File: src/hw/csl_pkg.sv
// constants and types for the coupler status lamp driver
// assumes a single 40 MHz system clock shared by all design files
package csl_pkg;

    // ------------------------------------------------------------------
    // clock and pattern timing
    // ------------------------------------------------------------------
    localparam int CSL_CLK_HZ          = 40000000;
    localparam int CSL_FLASH_HALF_MS   = 200;   // flashing on / off phase
    localparam int CSL_SINGLE_ON_MS    = 200;   // single flash lit phase
    localparam int CSL_SINGLE_OFF_MS   = 1000;  // single flash dark phase
    localparam int CSL_FLICKER_HALF_MS = 50;    // flicker on / off phase
    localparam int CSL_ACT_HOLD_MS     = 50;    // activity stretch time
    localparam int CSL_MS_DIV          = 1000;

    // cycles per phase, rounded down since these are longest figures
    localparam int CSL_FLASH_HALF_CYC =
        CSL_CLK_HZ / CSL_MS_DIV * CSL_FLASH_HALF_MS;
    localparam int CSL_SINGLE_ON_CYC =
        CSL_CLK_HZ / CSL_MS_DIV * CSL_SINGLE_ON_MS;
    localparam int CSL_SINGLE_OFF_CYC =
        CSL_CLK_HZ / CSL_MS_DIV * CSL_SINGLE_OFF_MS;
    localparam int CSL_FLICKER_HALF_CYC =
        CSL_CLK_HZ / CSL_MS_DIV * CSL_FLICKER_HALF_MS;
    localparam int CSL_ACT_HOLD_CYC =
        CSL_CLK_HZ / CSL_MS_DIV * CSL_ACT_HOLD_MS;

    localparam int CSL_CNT_W = 32;

    // ------------------------------------------------------------------
    // slave state encoding on the state input
    // ------------------------------------------------------------------
    localparam logic [3:0] CSL_ST_INIT   = 4'h1;
    localparam logic [3:0] CSL_ST_PREOP  = 4'h2;
    localparam logic [3:0] CSL_ST_BOOT   = 4'h3;
    localparam logic [3:0] CSL_ST_SAFEOP = 4'h4;
    localparam logic [3:0] CSL_ST_OP     = 4'h8;

    // lamp pattern selected for the status lamp
    typedef enum logic [4:0] {
        CSL_PAT_OFF     = 5'h01,
        CSL_PAT_FLASH   = 5'h02,
        CSL_PAT_SINGLE  = 5'h04,
        CSL_PAT_ON      = 5'h08,
        CSL_PAT_FLICKER = 5'h10
    } csl_pat_t;

endpackage

File: src/hw/csl_sync.sv
// two flip-flop synchroniser for a vector of pin levels
// assumes the inputs are asynchronous to clk_sys
module csl_sync
    import csl_pkg::*;
#(
    parameter int WIDTH = 1
) (
    input  wire logic             clk_sys,
    input  wire logic             rst_n,
    input  wire logic [WIDTH-1:0] async_in,
    output logic      [WIDTH-1:0] sync_out
);

    logic [WIDTH-1:0] meta_ff;

    // ------------------------------------------------------------------
    // first stage feeds only the second stage
    // ------------------------------------------------------------------
    always_ff @(posedge clk_sys or negedge rst_n) begin
        if (!rst_n) begin
            meta_ff  <= '0;
            sync_out <= '0;
        end else begin
            meta_ff  <= async_in;
            sync_out <= meta_ff;
        end
    end

endmodule

File: src/hw/csl_link_lamp.sv
// one link/activity lamp: dark, steady or flashing
// assumes link and activity are already synchronised to clk_sys
module csl_link_lamp
    import csl_pkg::*;
#(
    parameter int HOLD_CYC = CSL_ACT_HOLD_CYC
) (
    input  wire logic clk_sys,
    input  wire logic rst_n,
    input  wire logic link_up,
    input  wire logic activity,
    input  wire logic flash_phase,
    output logic      lamp_ff
);

    logic [CSL_CNT_W-1:0] hold_ff;
    logic                 busy;

    // ------------------------------------------------------------------
    // stretch short activity pulses so the flashing is visible
    // ------------------------------------------------------------------
    always_ff @(posedge clk_sys or negedge rst_n) begin
        if (!rst_n) begin
            hold_ff <= '0;
        end else if (!link_up) begin
            hold_ff <= '0;
        end else if (activity) begin
            hold_ff <= CSL_CNT_W'(HOLD_CYC);
        end else if (hold_ff != '0) begin
            hold_ff <= hold_ff - 1'b1;
        end
    end

    assign busy = activity || (hold_ff != '0);

    // lamp: dark without link, lit when idle, flashing with traffic
    always_ff @(posedge clk_sys or negedge rst_n) begin
        if (!rst_n) begin
            lamp_ff <= 1'b0;
        end else if (!link_up) begin
            lamp_ff <= 1'b0;                  // dark, no link
        end else if (busy) begin
            lamp_ff <= flash_phase;           // traffic flashing
        end else begin
            lamp_ff <= 1'b1;                  // linked and idle
        end
    end

endmodule

File: src/hw/csl_top.sv
// coupler status lamp driver: status, link/activity and supply lamps
// assumes all status inputs are pins, asynchronous to clk_sys
//
// Summary of operation
// status lamp dark in init state
// status lamp flashing in pre-operational state
// status lamp single flash in safe-operational
// status lamp steady on when operational
// status lamp flickers during bootstrap loading
// upstream lamp dark without link
// upstream lamp steady when linked and idle
// upstream lamp flashes during frame traffic
// downstream lamp dark without link
// downstream lamp steady when linked and idle
// downstream lamp flashes during frame traffic
// backplane lamp dark without connection
// backplane lamp steady when connected, idle
// backplane lamp flashes during backplane traffic
// logic supply lamp follows supply flag
// power contact lamp follows contact flag
// patterns from free-running divider, parameterised
//
// lamp latency after a pin change: supply and link lamps three
// clocks, status lamp four (one extra for the pattern select)
// the blink generators free-run from reset and are shared, so all
// flashing lamps blink in step; a state change never restarts them
module csl_top
    import csl_pkg::*;
#(
    // half periods and phase lengths, all in clk_sys cycles
    parameter int FLASH_HALF_CYC   = CSL_FLASH_HALF_CYC,
    parameter int SINGLE_ON_CYC    = CSL_SINGLE_ON_CYC,
    parameter int SINGLE_OFF_CYC   = CSL_SINGLE_OFF_CYC,
    parameter int FLICKER_HALF_CYC = CSL_FLICKER_HALF_CYC,
    parameter int ACT_HOLD_CYC     = CSL_ACT_HOLD_CYC
) (
    input  wire logic       clk_sys,
    input  wire logic       reset_n,
    // state and port indications, pins from other clock domains
    input  wire logic [3:0] slave_state,
    input  wire logic       upstream_port_link,
    input  wire logic       upstream_port_act,
    input  wire logic       downstream_port_link,
    input  wire logic       downstream_port_act,
    input  wire logic       backplane_link,
    input  wire logic       backplane_act,
    // supply monitors, high while the supply is present
    input  wire logic       logic_supply_ok,
    input  wire logic       power_contact_ok,
    // lamp drives, high for lit
    output logic            status_lamp_ff,
    output logic            upstream_link_activity_lamp,
    output logic            downstream_link_activity_lamp,
    output logic            backplane_link_activity_lamp,
    output logic            logic_supply_lamp_ff,
    output logic            power_contact_lamp_ff
);

    // ------------------------------------------------------------------
    // elaboration checks
    // ------------------------------------------------------------------
    // every phase needs one clock at least, or its counter wraps the
    // full 32 bits before it ends
    if (FLASH_HALF_CYC < 1) begin : g_bad_flash
        $error("csl_top: FLASH_HALF_CYC must be at least 1");
    end
    if (SINGLE_ON_CYC < 1) begin : g_bad_son
        $error("csl_top: SINGLE_ON_CYC must be at least 1");
    end
    if (SINGLE_OFF_CYC < 1) begin : g_bad_soff
        $error("csl_top: SINGLE_OFF_CYC must be at least 1");
    end
    if (FLICKER_HALF_CYC < 1) begin : g_bad_flick
        $error("csl_top: FLICKER_HALF_CYC must be at least 1");
    end
    if (ACT_HOLD_CYC < 1) begin : g_bad_hold
        $error("csl_top: ACT_HOLD_CYC must be at least 1");
    end

    // flicker must look faster than flashing, or the two read alike
    if (FLICKER_HALF_CYC >= FLASH_HALF_CYC) begin : g_slow_flick
        $error("csl_top: flicker must be faster than flashing");
    end

    // single flash reads as such only with a dark gap over the lit time
    if (SINGLE_OFF_CYC <= SINGLE_ON_CYC) begin : g_short_gap
        $error("csl_top: single flash dark phase too short");
    end

    // ------------------------------------------------------------------
    // reset release
    // ------------------------------------------------------------------
    // the pin may drop at any moment and clears everything at once;
    // only its release is retimed, so all registers below leave reset
    // on one edge and no blink counter starts ahead of the others
    logic rst_meta_ff;
    logic rst_n_ff;

    // async assert, synchronous release through two stages
    always_ff @(posedge clk_sys or negedge reset_n) begin
        if (!reset_n) begin
            rst_meta_ff <= 1'b0;
            rst_n_ff    <= 1'b0;
        end else begin
            rst_meta_ff <= 1'b1;
            rst_n_ff    <= rst_meta_ff;
        end
    end

    // ------------------------------------------------------------------
    // input synchronisers
    // ------------------------------------------------------------------
    localparam int SYNC_W = 12;

    logic [SYNC_W-1:0] pins_async;
    logic [SYNC_W-1:0] pins_sync;
    logic [3:0]        state_s;
    logic              up_link_s;
    logic              up_act_s;
    logic              dn_link_s;
    logic              dn_act_s;
    logic              bp_link_s;
    logic              bp_act_s;
    logic              us_ok_s;
    logic              up_ok_s;

    // all pins share one synchroniser; each bit is an independent
    // level, so no word needs a handshake across the boundary
    assign pins_async = {slave_state, upstream_port_link, upstream_port_act,
                         downstream_port_link, downstream_port_act,
                         backplane_link, backplane_act,
                         logic_supply_ok, power_contact_ok};

    // reset by the retimed copy, so the stages clear with the rest
    csl_sync #(
        .WIDTH (SYNC_W)
    ) u_sync (
        .clk_sys  (clk_sys),
        .rst_n    (rst_n_ff),
        .async_in (pins_async),
        .sync_out (pins_sync)
    );

    // state code may be caught mid-change; it settles within a cycle,
    // and a passing code shows dark, flicker if it reads as the boot code or flashing if it reads as the pre-op code, for that one cycle
    assign {state_s, up_link_s, up_act_s, dn_link_s, dn_act_s,
            bp_link_s, bp_act_s, us_ok_s, up_ok_s} = pins_sync;

    // ------------------------------------------------------------------
    // pattern generators
    // ------------------------------------------------------------------
    // three shared generators feed the status and link lamps; sharing keeps all
    // flashing lamps in step, which an operator reads more easily
    // than lamps that drift against each other
    logic [CSL_CNT_W-1:0] flash_cnt_ff;
    logic                 flash_ph_ff;
    logic [CSL_CNT_W-1:0] flick_cnt_ff;
    logic                 flick_ph_ff;
    logic [CSL_CNT_W-1:0] single_cnt_ff;
    logic                 single_ph_ff;

    // regular flashing, equal on and off halves
    // the phase starts dark after reset, so the first half is off
    always_ff @(posedge clk_sys or negedge rst_n_ff) begin
        if (!rst_n_ff) begin
            flash_cnt_ff <= '0;
            flash_ph_ff  <= 1'b0;
        end else if (flash_cnt_ff == CSL_CNT_W'(FLASH_HALF_CYC - 1)) begin
            flash_cnt_ff <= '0;
            flash_ph_ff  <= ~flash_ph_ff;
        end else begin
            flash_cnt_ff <= flash_cnt_ff + 1'b1;
        end
    end

    // fast flicker, shorter halves
    // same shape as flashing, only the half period differs
    always_ff @(posedge clk_sys or negedge rst_n_ff) begin
        if (!rst_n_ff) begin
            flick_cnt_ff <= '0;
            flick_ph_ff  <= 1'b0;
        end else if (flick_cnt_ff ==
                     CSL_CNT_W'(FLICKER_HALF_CYC - 1)) begin
            flick_cnt_ff <= '0;
            flick_ph_ff  <= ~flick_ph_ff;
        end else begin
            flick_cnt_ff <= flick_cnt_ff + 1'b1;
        end
    end

    // single flash: short lit phase, long dark phase
    // starts in the dark phase; the count restarts at each phase
    // change, so one counter serves both phase lengths
    always_ff @(posedge clk_sys or negedge rst_n_ff) begin
        if (!rst_n_ff) begin
            single_cnt_ff <= '0;
            single_ph_ff  <= 1'b0;
        end else if (single_ph_ff &&
                     single_cnt_ff == CSL_CNT_W'(SINGLE_ON_CYC - 1)) begin
            single_cnt_ff <= '0;
            single_ph_ff  <= 1'b0;
        end else if (!single_ph_ff &&
                     single_cnt_ff == CSL_CNT_W'(SINGLE_OFF_CYC - 1)) begin
            single_cnt_ff <= '0;
            single_ph_ff  <= 1'b1;
        end else begin
            single_cnt_ff <= single_cnt_ff + 1'b1;
        end
    end

    // ------------------------------------------------------------------
    // status lamp
    // ------------------------------------------------------------------
    // the pattern is registered once, so a code caught mid-change
    // costs one clock of dark, flicker or flashing at most and never a half-decoded pattern
    csl_pat_t nxt_pat;
    csl_pat_t pat_ff;

    // unknown state codes show dark, the safest reading for an operator
    always_comb begin
        case (state_s)
            CSL_ST_INIT:   nxt_pat = CSL_PAT_OFF;
            CSL_ST_PREOP:  nxt_pat = CSL_PAT_FLASH;
            CSL_ST_SAFEOP: nxt_pat = CSL_PAT_SINGLE;
            CSL_ST_OP:     nxt_pat = CSL_PAT_ON;
            CSL_ST_BOOT:   nxt_pat = CSL_PAT_FLICKER;
            default:       nxt_pat = CSL_PAT_OFF;
        endcase
    end

    // pattern select register, one clock of the status latency
    always_ff @(posedge clk_sys or negedge rst_n_ff) begin
        if (!rst_n_ff) begin
            pat_ff <= CSL_PAT_OFF;
        end else begin
            pat_ff <= nxt_pat;
        end
    end

    // pattern to lamp level
    // the lamp is a register, so no decode glitch reaches the pin
    always_ff @(posedge clk_sys or negedge rst_n_ff) begin
        if (!rst_n_ff) begin
            status_lamp_ff <= 1'b0;
        end else begin
            case (pat_ff)
                CSL_PAT_OFF:     status_lamp_ff <= 1'b0;
                CSL_PAT_FLASH:   status_lamp_ff <= flash_ph_ff;
                CSL_PAT_SINGLE:  status_lamp_ff <= single_ph_ff;
                CSL_PAT_ON:      status_lamp_ff <= 1'b1;
                CSL_PAT_FLICKER: status_lamp_ff <= flick_ph_ff;
                default:         status_lamp_ff <= 1'b0;
            endcase
        end
    end

    // ------------------------------------------------------------------
    // link/activity lamps
    // ------------------------------------------------------------------
    // one instance per lamp; each stretches its own activity so a
    // single short frame still gives a visible blink, and all use
    // the shared flash phase so busy ports blink in step
    logic [2:0] lk_link;
    logic [2:0] lk_act;
    logic [2:0] lk_lamp;

    assign lk_link = {bp_link_s, dn_link_s, up_link_s};
    assign lk_act  = {bp_act_s, dn_act_s, up_act_s};

    // index 0 upstream, 1 downstream, 2 backplane
    for (genvar i = 0; i < 3; i++) begin : g_link
        csl_link_lamp #(
            .HOLD_CYC (ACT_HOLD_CYC)
        ) u_lamp (
            .clk_sys     (clk_sys),
            .rst_n       (rst_n_ff),
            .link_up     (lk_link[i]),
            .activity    (lk_act[i]),
            .flash_phase (flash_ph_ff),
            .lamp_ff     (lk_lamp[i])
        );
    end

    // lamp vector order is fixed here and at the link vectors above
    assign upstream_link_activity_lamp   = lk_lamp[0];
    assign downstream_link_activity_lamp = lk_lamp[1];
    assign backplane_link_activity_lamp  = lk_lamp[2];

    // ------------------------------------------------------------------
    // supply lamps
    // ------------------------------------------------------------------
    // plain levels one register behind the synchroniser; a dropping
    // supply shows dark three clocks after the pin falls
    always_ff @(posedge clk_sys or negedge rst_n_ff) begin
        if (!rst_n_ff) begin
            logic_supply_lamp_ff  <= 1'b0;
            power_contact_lamp_ff <= 1'b0;
        end else begin
            logic_supply_lamp_ff  <= us_ok_s;
            power_contact_lamp_ff <= up_ok_s;
        end
    end

endmodule

File: config.mk
export PLATFORM = sky130hd
export DESIGN_NAME = csl_top
export DESIGN_NICKNAME = d
export VERILOG_FILES = /design/src/hw/csl_pkg.sv /design/src/hw/csl_sync.sv /design/src/hw/csl_link_lamp.sv /design/src/hw/csl_top.sv
export SDC_FILE = /design/constraint.sdc
export NUM_CORES = 1
export LEC_CHECK = 0
export ABC_AREA = 1
export BUFFER_PORTS_ARGS = -buffer_cell sky130_fd_sc_hd__buf_2
export CAP_MARGIN = 30
export CORE_MARGIN = 3
export CORE_UTILIZATION = 55
export DETAILED_ROUTE_END_ITERATION = 7
export PLACE_DENSITY = 0.81
export SYNTH_ARGS = -nofsm -noshare
export SYNTH_HDL_FRONTEND = slang
export SYNTH_SLANG_ARGS = --single-unit
export TNS_END_PERCENT = 100
File: constraint.sdc
create_clock -name clk_sys -period 6.8 [get_ports clk_sys]
set_input_delay 1.7 -clock clk_sys [delete_from_list [all_inputs] [get_ports clk_sys]]
set_output_delay 1.7 -clock clk_sys [all_outputs]
set_load 0.03 [all_outputs]
==> flow_metrics.tcl <==
set metrics [dict create \
    status "completed" \
    crit_required_ps 5100 \
    p_leak_nw 7.18 \
    yosysTopAreaCell "dfrtp_1" \
    max_freq_ghz 0.362 \
    crit_chain "buf_2" \
    synth.area.top_cells "dfrtp_1, nand2_1, nor2_1, inv_1, nand3_1" \
    cts_htree_levels 1 \
    rsz0062_at_grt "false" \
    tightest_slew_ps 859 \
    synth_top_area_share_pct 44.1 \
    cts.sinks 232 \
    die_w_um 160 \
    cp.arrival_ps 1060 \
    netlist_instances 1770 \
    postCtsSetupBuffers 0 \
    globalRouteTotalUtil_pct 23.3 \
    final_cell_area_sq_um 14400 \
    vdd_drop_max_uv 190 \
    relSlewSlack_pct 42.7 \
    cts-resized-gates 0 \
    yosysSeqAreaShare_pct 44.3 \
    placed_cell_area_sq_um 13500 \
    drcViolationCount 0 \
    cts_tree "built" \
    synth-seq-cells 232 \
    grt_pass1_vias 11000 \
    cp-end-kind "primary output" \
    clock_latency_ps 520 \
    cp-start-kind "flop" \
    path_buf_inv 1 \
    place_worst_setup_slack_ps 4590 \
    cts_hold_buf 0 \
    ys.flop_type "dfrtp_1" \
    vias 11400 \
    dpl.hpwl_mm 21.6 \
    dr.first_iter.drc_count 929 \
    ios 20 \
    initial_core_util_pct 56.8 \
    cts_buffers 25 \
    cts.clk_slew.worst_paths_ps 60 \
    cp_slowest_cell "dfrtp_1" \
    crit_start "g_link[0].u_lamp.lamp_ff$_DFF_PN0_" \
    totalWireLength_mm 29.6 \
    yosys-top-cells-count "nand2_1, nor2_1, inv_1, dfrtp_1, nand3_1" \
    critPathTopFamily "flip-flops" \
    synth_edf_count 0 \
    reg2reg_from "u_sync.sync_out[7]$_DFF_PN0_" \
    critPathKind "flop to primary output" \
    drv_cap 0 \
    period_share_pct 40.7 \
    hold_viol_final 0 \
    synth_fp_nets 1790 \
    synth_cell_types 42 \
    netlist_area_sq_um 13100 \
    drt_first_pass_iters 5 \
    cellPowerDensity_nw_per_um2 231 \
    routedWlPerCell_um 13.9 \
    core_sq_um 23100 \
    slew_violations 0 \
    fin_ws_ps 4040 \
    clock_skew_ps 9.73 \
    nFillCells 1998 \
    final_nets 1822 \
    n_antenna_cell 0 \
    cts_root_buf "clkbuf_16" \
    ys_warn_count 0 \
    setup_tns_ps 0 \
    antenna_left 0 \
    overflow 0 \
    max_stage_delay_ps 370 \
    synthArstFlopShare_pct 100 \
    layout-drive-gt1-share_pct 8.46 \
    grt_max_degree 76 \
    port_buffers 19 \
    area_delta_synth_final_pct 10.1 \
    antenna_found_initial 0 \
    row_count 55 \
    dieArea_sq_um 25700 \
    synth.most_common_cell "nand2_1" \
    avgSynthCellArea_sq_um 7.40 \
    routabilityCongestion 0.960 \
    routed_via_density 5.32 \
    worstPathMaxFanout 1 \
    worstHoldPathType "flop to async pin" \
    grt_first_pass_wirelength_mm 51.3 \
    clockBufferDepth 3 \
    period_needed_ps 2760 \
    finalSetupViolCount 0 \
    die_h_um 160 \
]
[per-layer routing]
metal	share of wire [%]	GRT usage, %
met1	46	32.9
met2	46	38.4
met3	5.7	3.15
met4	2.3	5.92
met5	0	0
[metrics by stage]
stage / utilization (%) / hold WS, ps / std cells / power, mW
2_1_floorplan: - / 331 / 1770 / 1.80
3_3_place_gp: 58.5 / 332 / 2086 / 1.88
3_5_place_dp: 58.6 / 209 / 2087 / 1.90
4_1_cts: 62.5 / 217 / 2132 / 3.36
5_1_grt: 62.6 / 232 / 2133 / 3.48
6_report: 62.6 / 206 / 2133 / 3.34
[power breakdown]
part / total, mW / switching (mW) / internal (mW) / leakage [nW]
sequential: 1.46 / 0.0428 / 1.42 / 3.09
combinational: 0.420 / 0.300 / 0.120 / 3.65
clock: 1.45 / 0.573 / 0.882 / 0.429
[registers in the layout, summed over array words and instances, names as in the netlist, 3 cells and up]
register,cells
single_cnt_ff,32
g_link.u_lamp.hold_ff,96
u_sync.sync_out,12
flash_cnt_ff,32
pat_ff,5
g_link.u_lamp.lamp_ff,3
flick_cnt_ff,32
u_sync.meta_ff,12
[layout make-up]
| type | instances | area [sq um] | share of cell area (%) |
|---|---|---|---|
| Tap cell | 313 | 392 | 2.71 |
| Clock buffer | 30 | 694 | 4.81 |
| Multi-Input combinational cell | 1274 | 6250 | 43.3 |
| Timing Repair Buffer | 23 | 165 | 1.14 |
| Sequential cell | 232 | 5810 | 40.3 |
| Inverter | 246 | 923 | 6.40 |
| Clock inverter | 15 | 196 | 1.36 |
[logic make-up (layout without fill, tap and decap cells)]
group	count (synthesis)	in the layout	share of synthesized area, %
simple gates	1120	1120	38.9
buf+inv	264	314	7.98
flops	232	232	44.3
compound gates	74	74	3.35
xor+xnor	73	73	4.88
fa+ha+maj	6	6	0.573
other cells	1	1	0.0286
[worst reg2reg max path, cell delays in order (launching register included)]
cell     delay, ps
dfrtp_1        620
inv_2          240
nor2_1         240
inv_2          140
nor3_4         220
nand2_2        150
nand2_4        120
inv_2           60
o21ai_1         70
inv_1           50
[placed cells by master, fill, tap and decap left out, types with 3 or more instances in the layout]
cell type / count
a21oi_1: 15
dfrtp_1: 230
nor2_8: 4
bufinv_16: 4
clkinv_4: 3
clkbuf_8: 5
ha_1: 6
o21bai_1: 17
nand3_1: 113
clkbuf_16: 25
xnor2_1: 10
clkinv_2: 4
buf_2: 19
inv_2: 10
nor2_1: 346
nand2_1: 418
nor3_1: 85
nor2_2: 23
nor2_4: 8
nand2_2: 10
or2_0: 4
nand2_4: 4
o21ai_0: 28
or2_2: 9
inv_1: 235
nand4_1: 62
nand3b_1: 9
nor3b_1: 8
xor2_1: 63
a31oi_1: 7
nand4_4: 4
nor3_2: 10
clkinvlp_4: 4
[path summary, 6_finish.rpt]
| path | end | slack, ps | cells past startpoint |
|---|---|---|---|
| max in group asynchronous | flick_cnt_ff[10]$_DFF_PN0_ | 5040 | 2 |
| worst max register to register | g_link[0].u_lamp.hold_ff[19]$_DFFE_PN0P_ | 4800 | 9 |
| worst max-delay path | upstream_link_activity_lamp | 4040 | 1 |
| min in group clk_sys | u_sync.sync_out[3]$_DFF_PN0_ | 350 | 0 |
| worst min-delay path | g_link[2].u_lamp.hold_ff[0]$_DFFE_PN0P_ | 210 | 0 |
| worst min register to register | g_link[2].u_lamp.hold_ff[0]$_DFFE_PN0P_ | 210 | 0 |
Power figures use the tool's default switching activity.
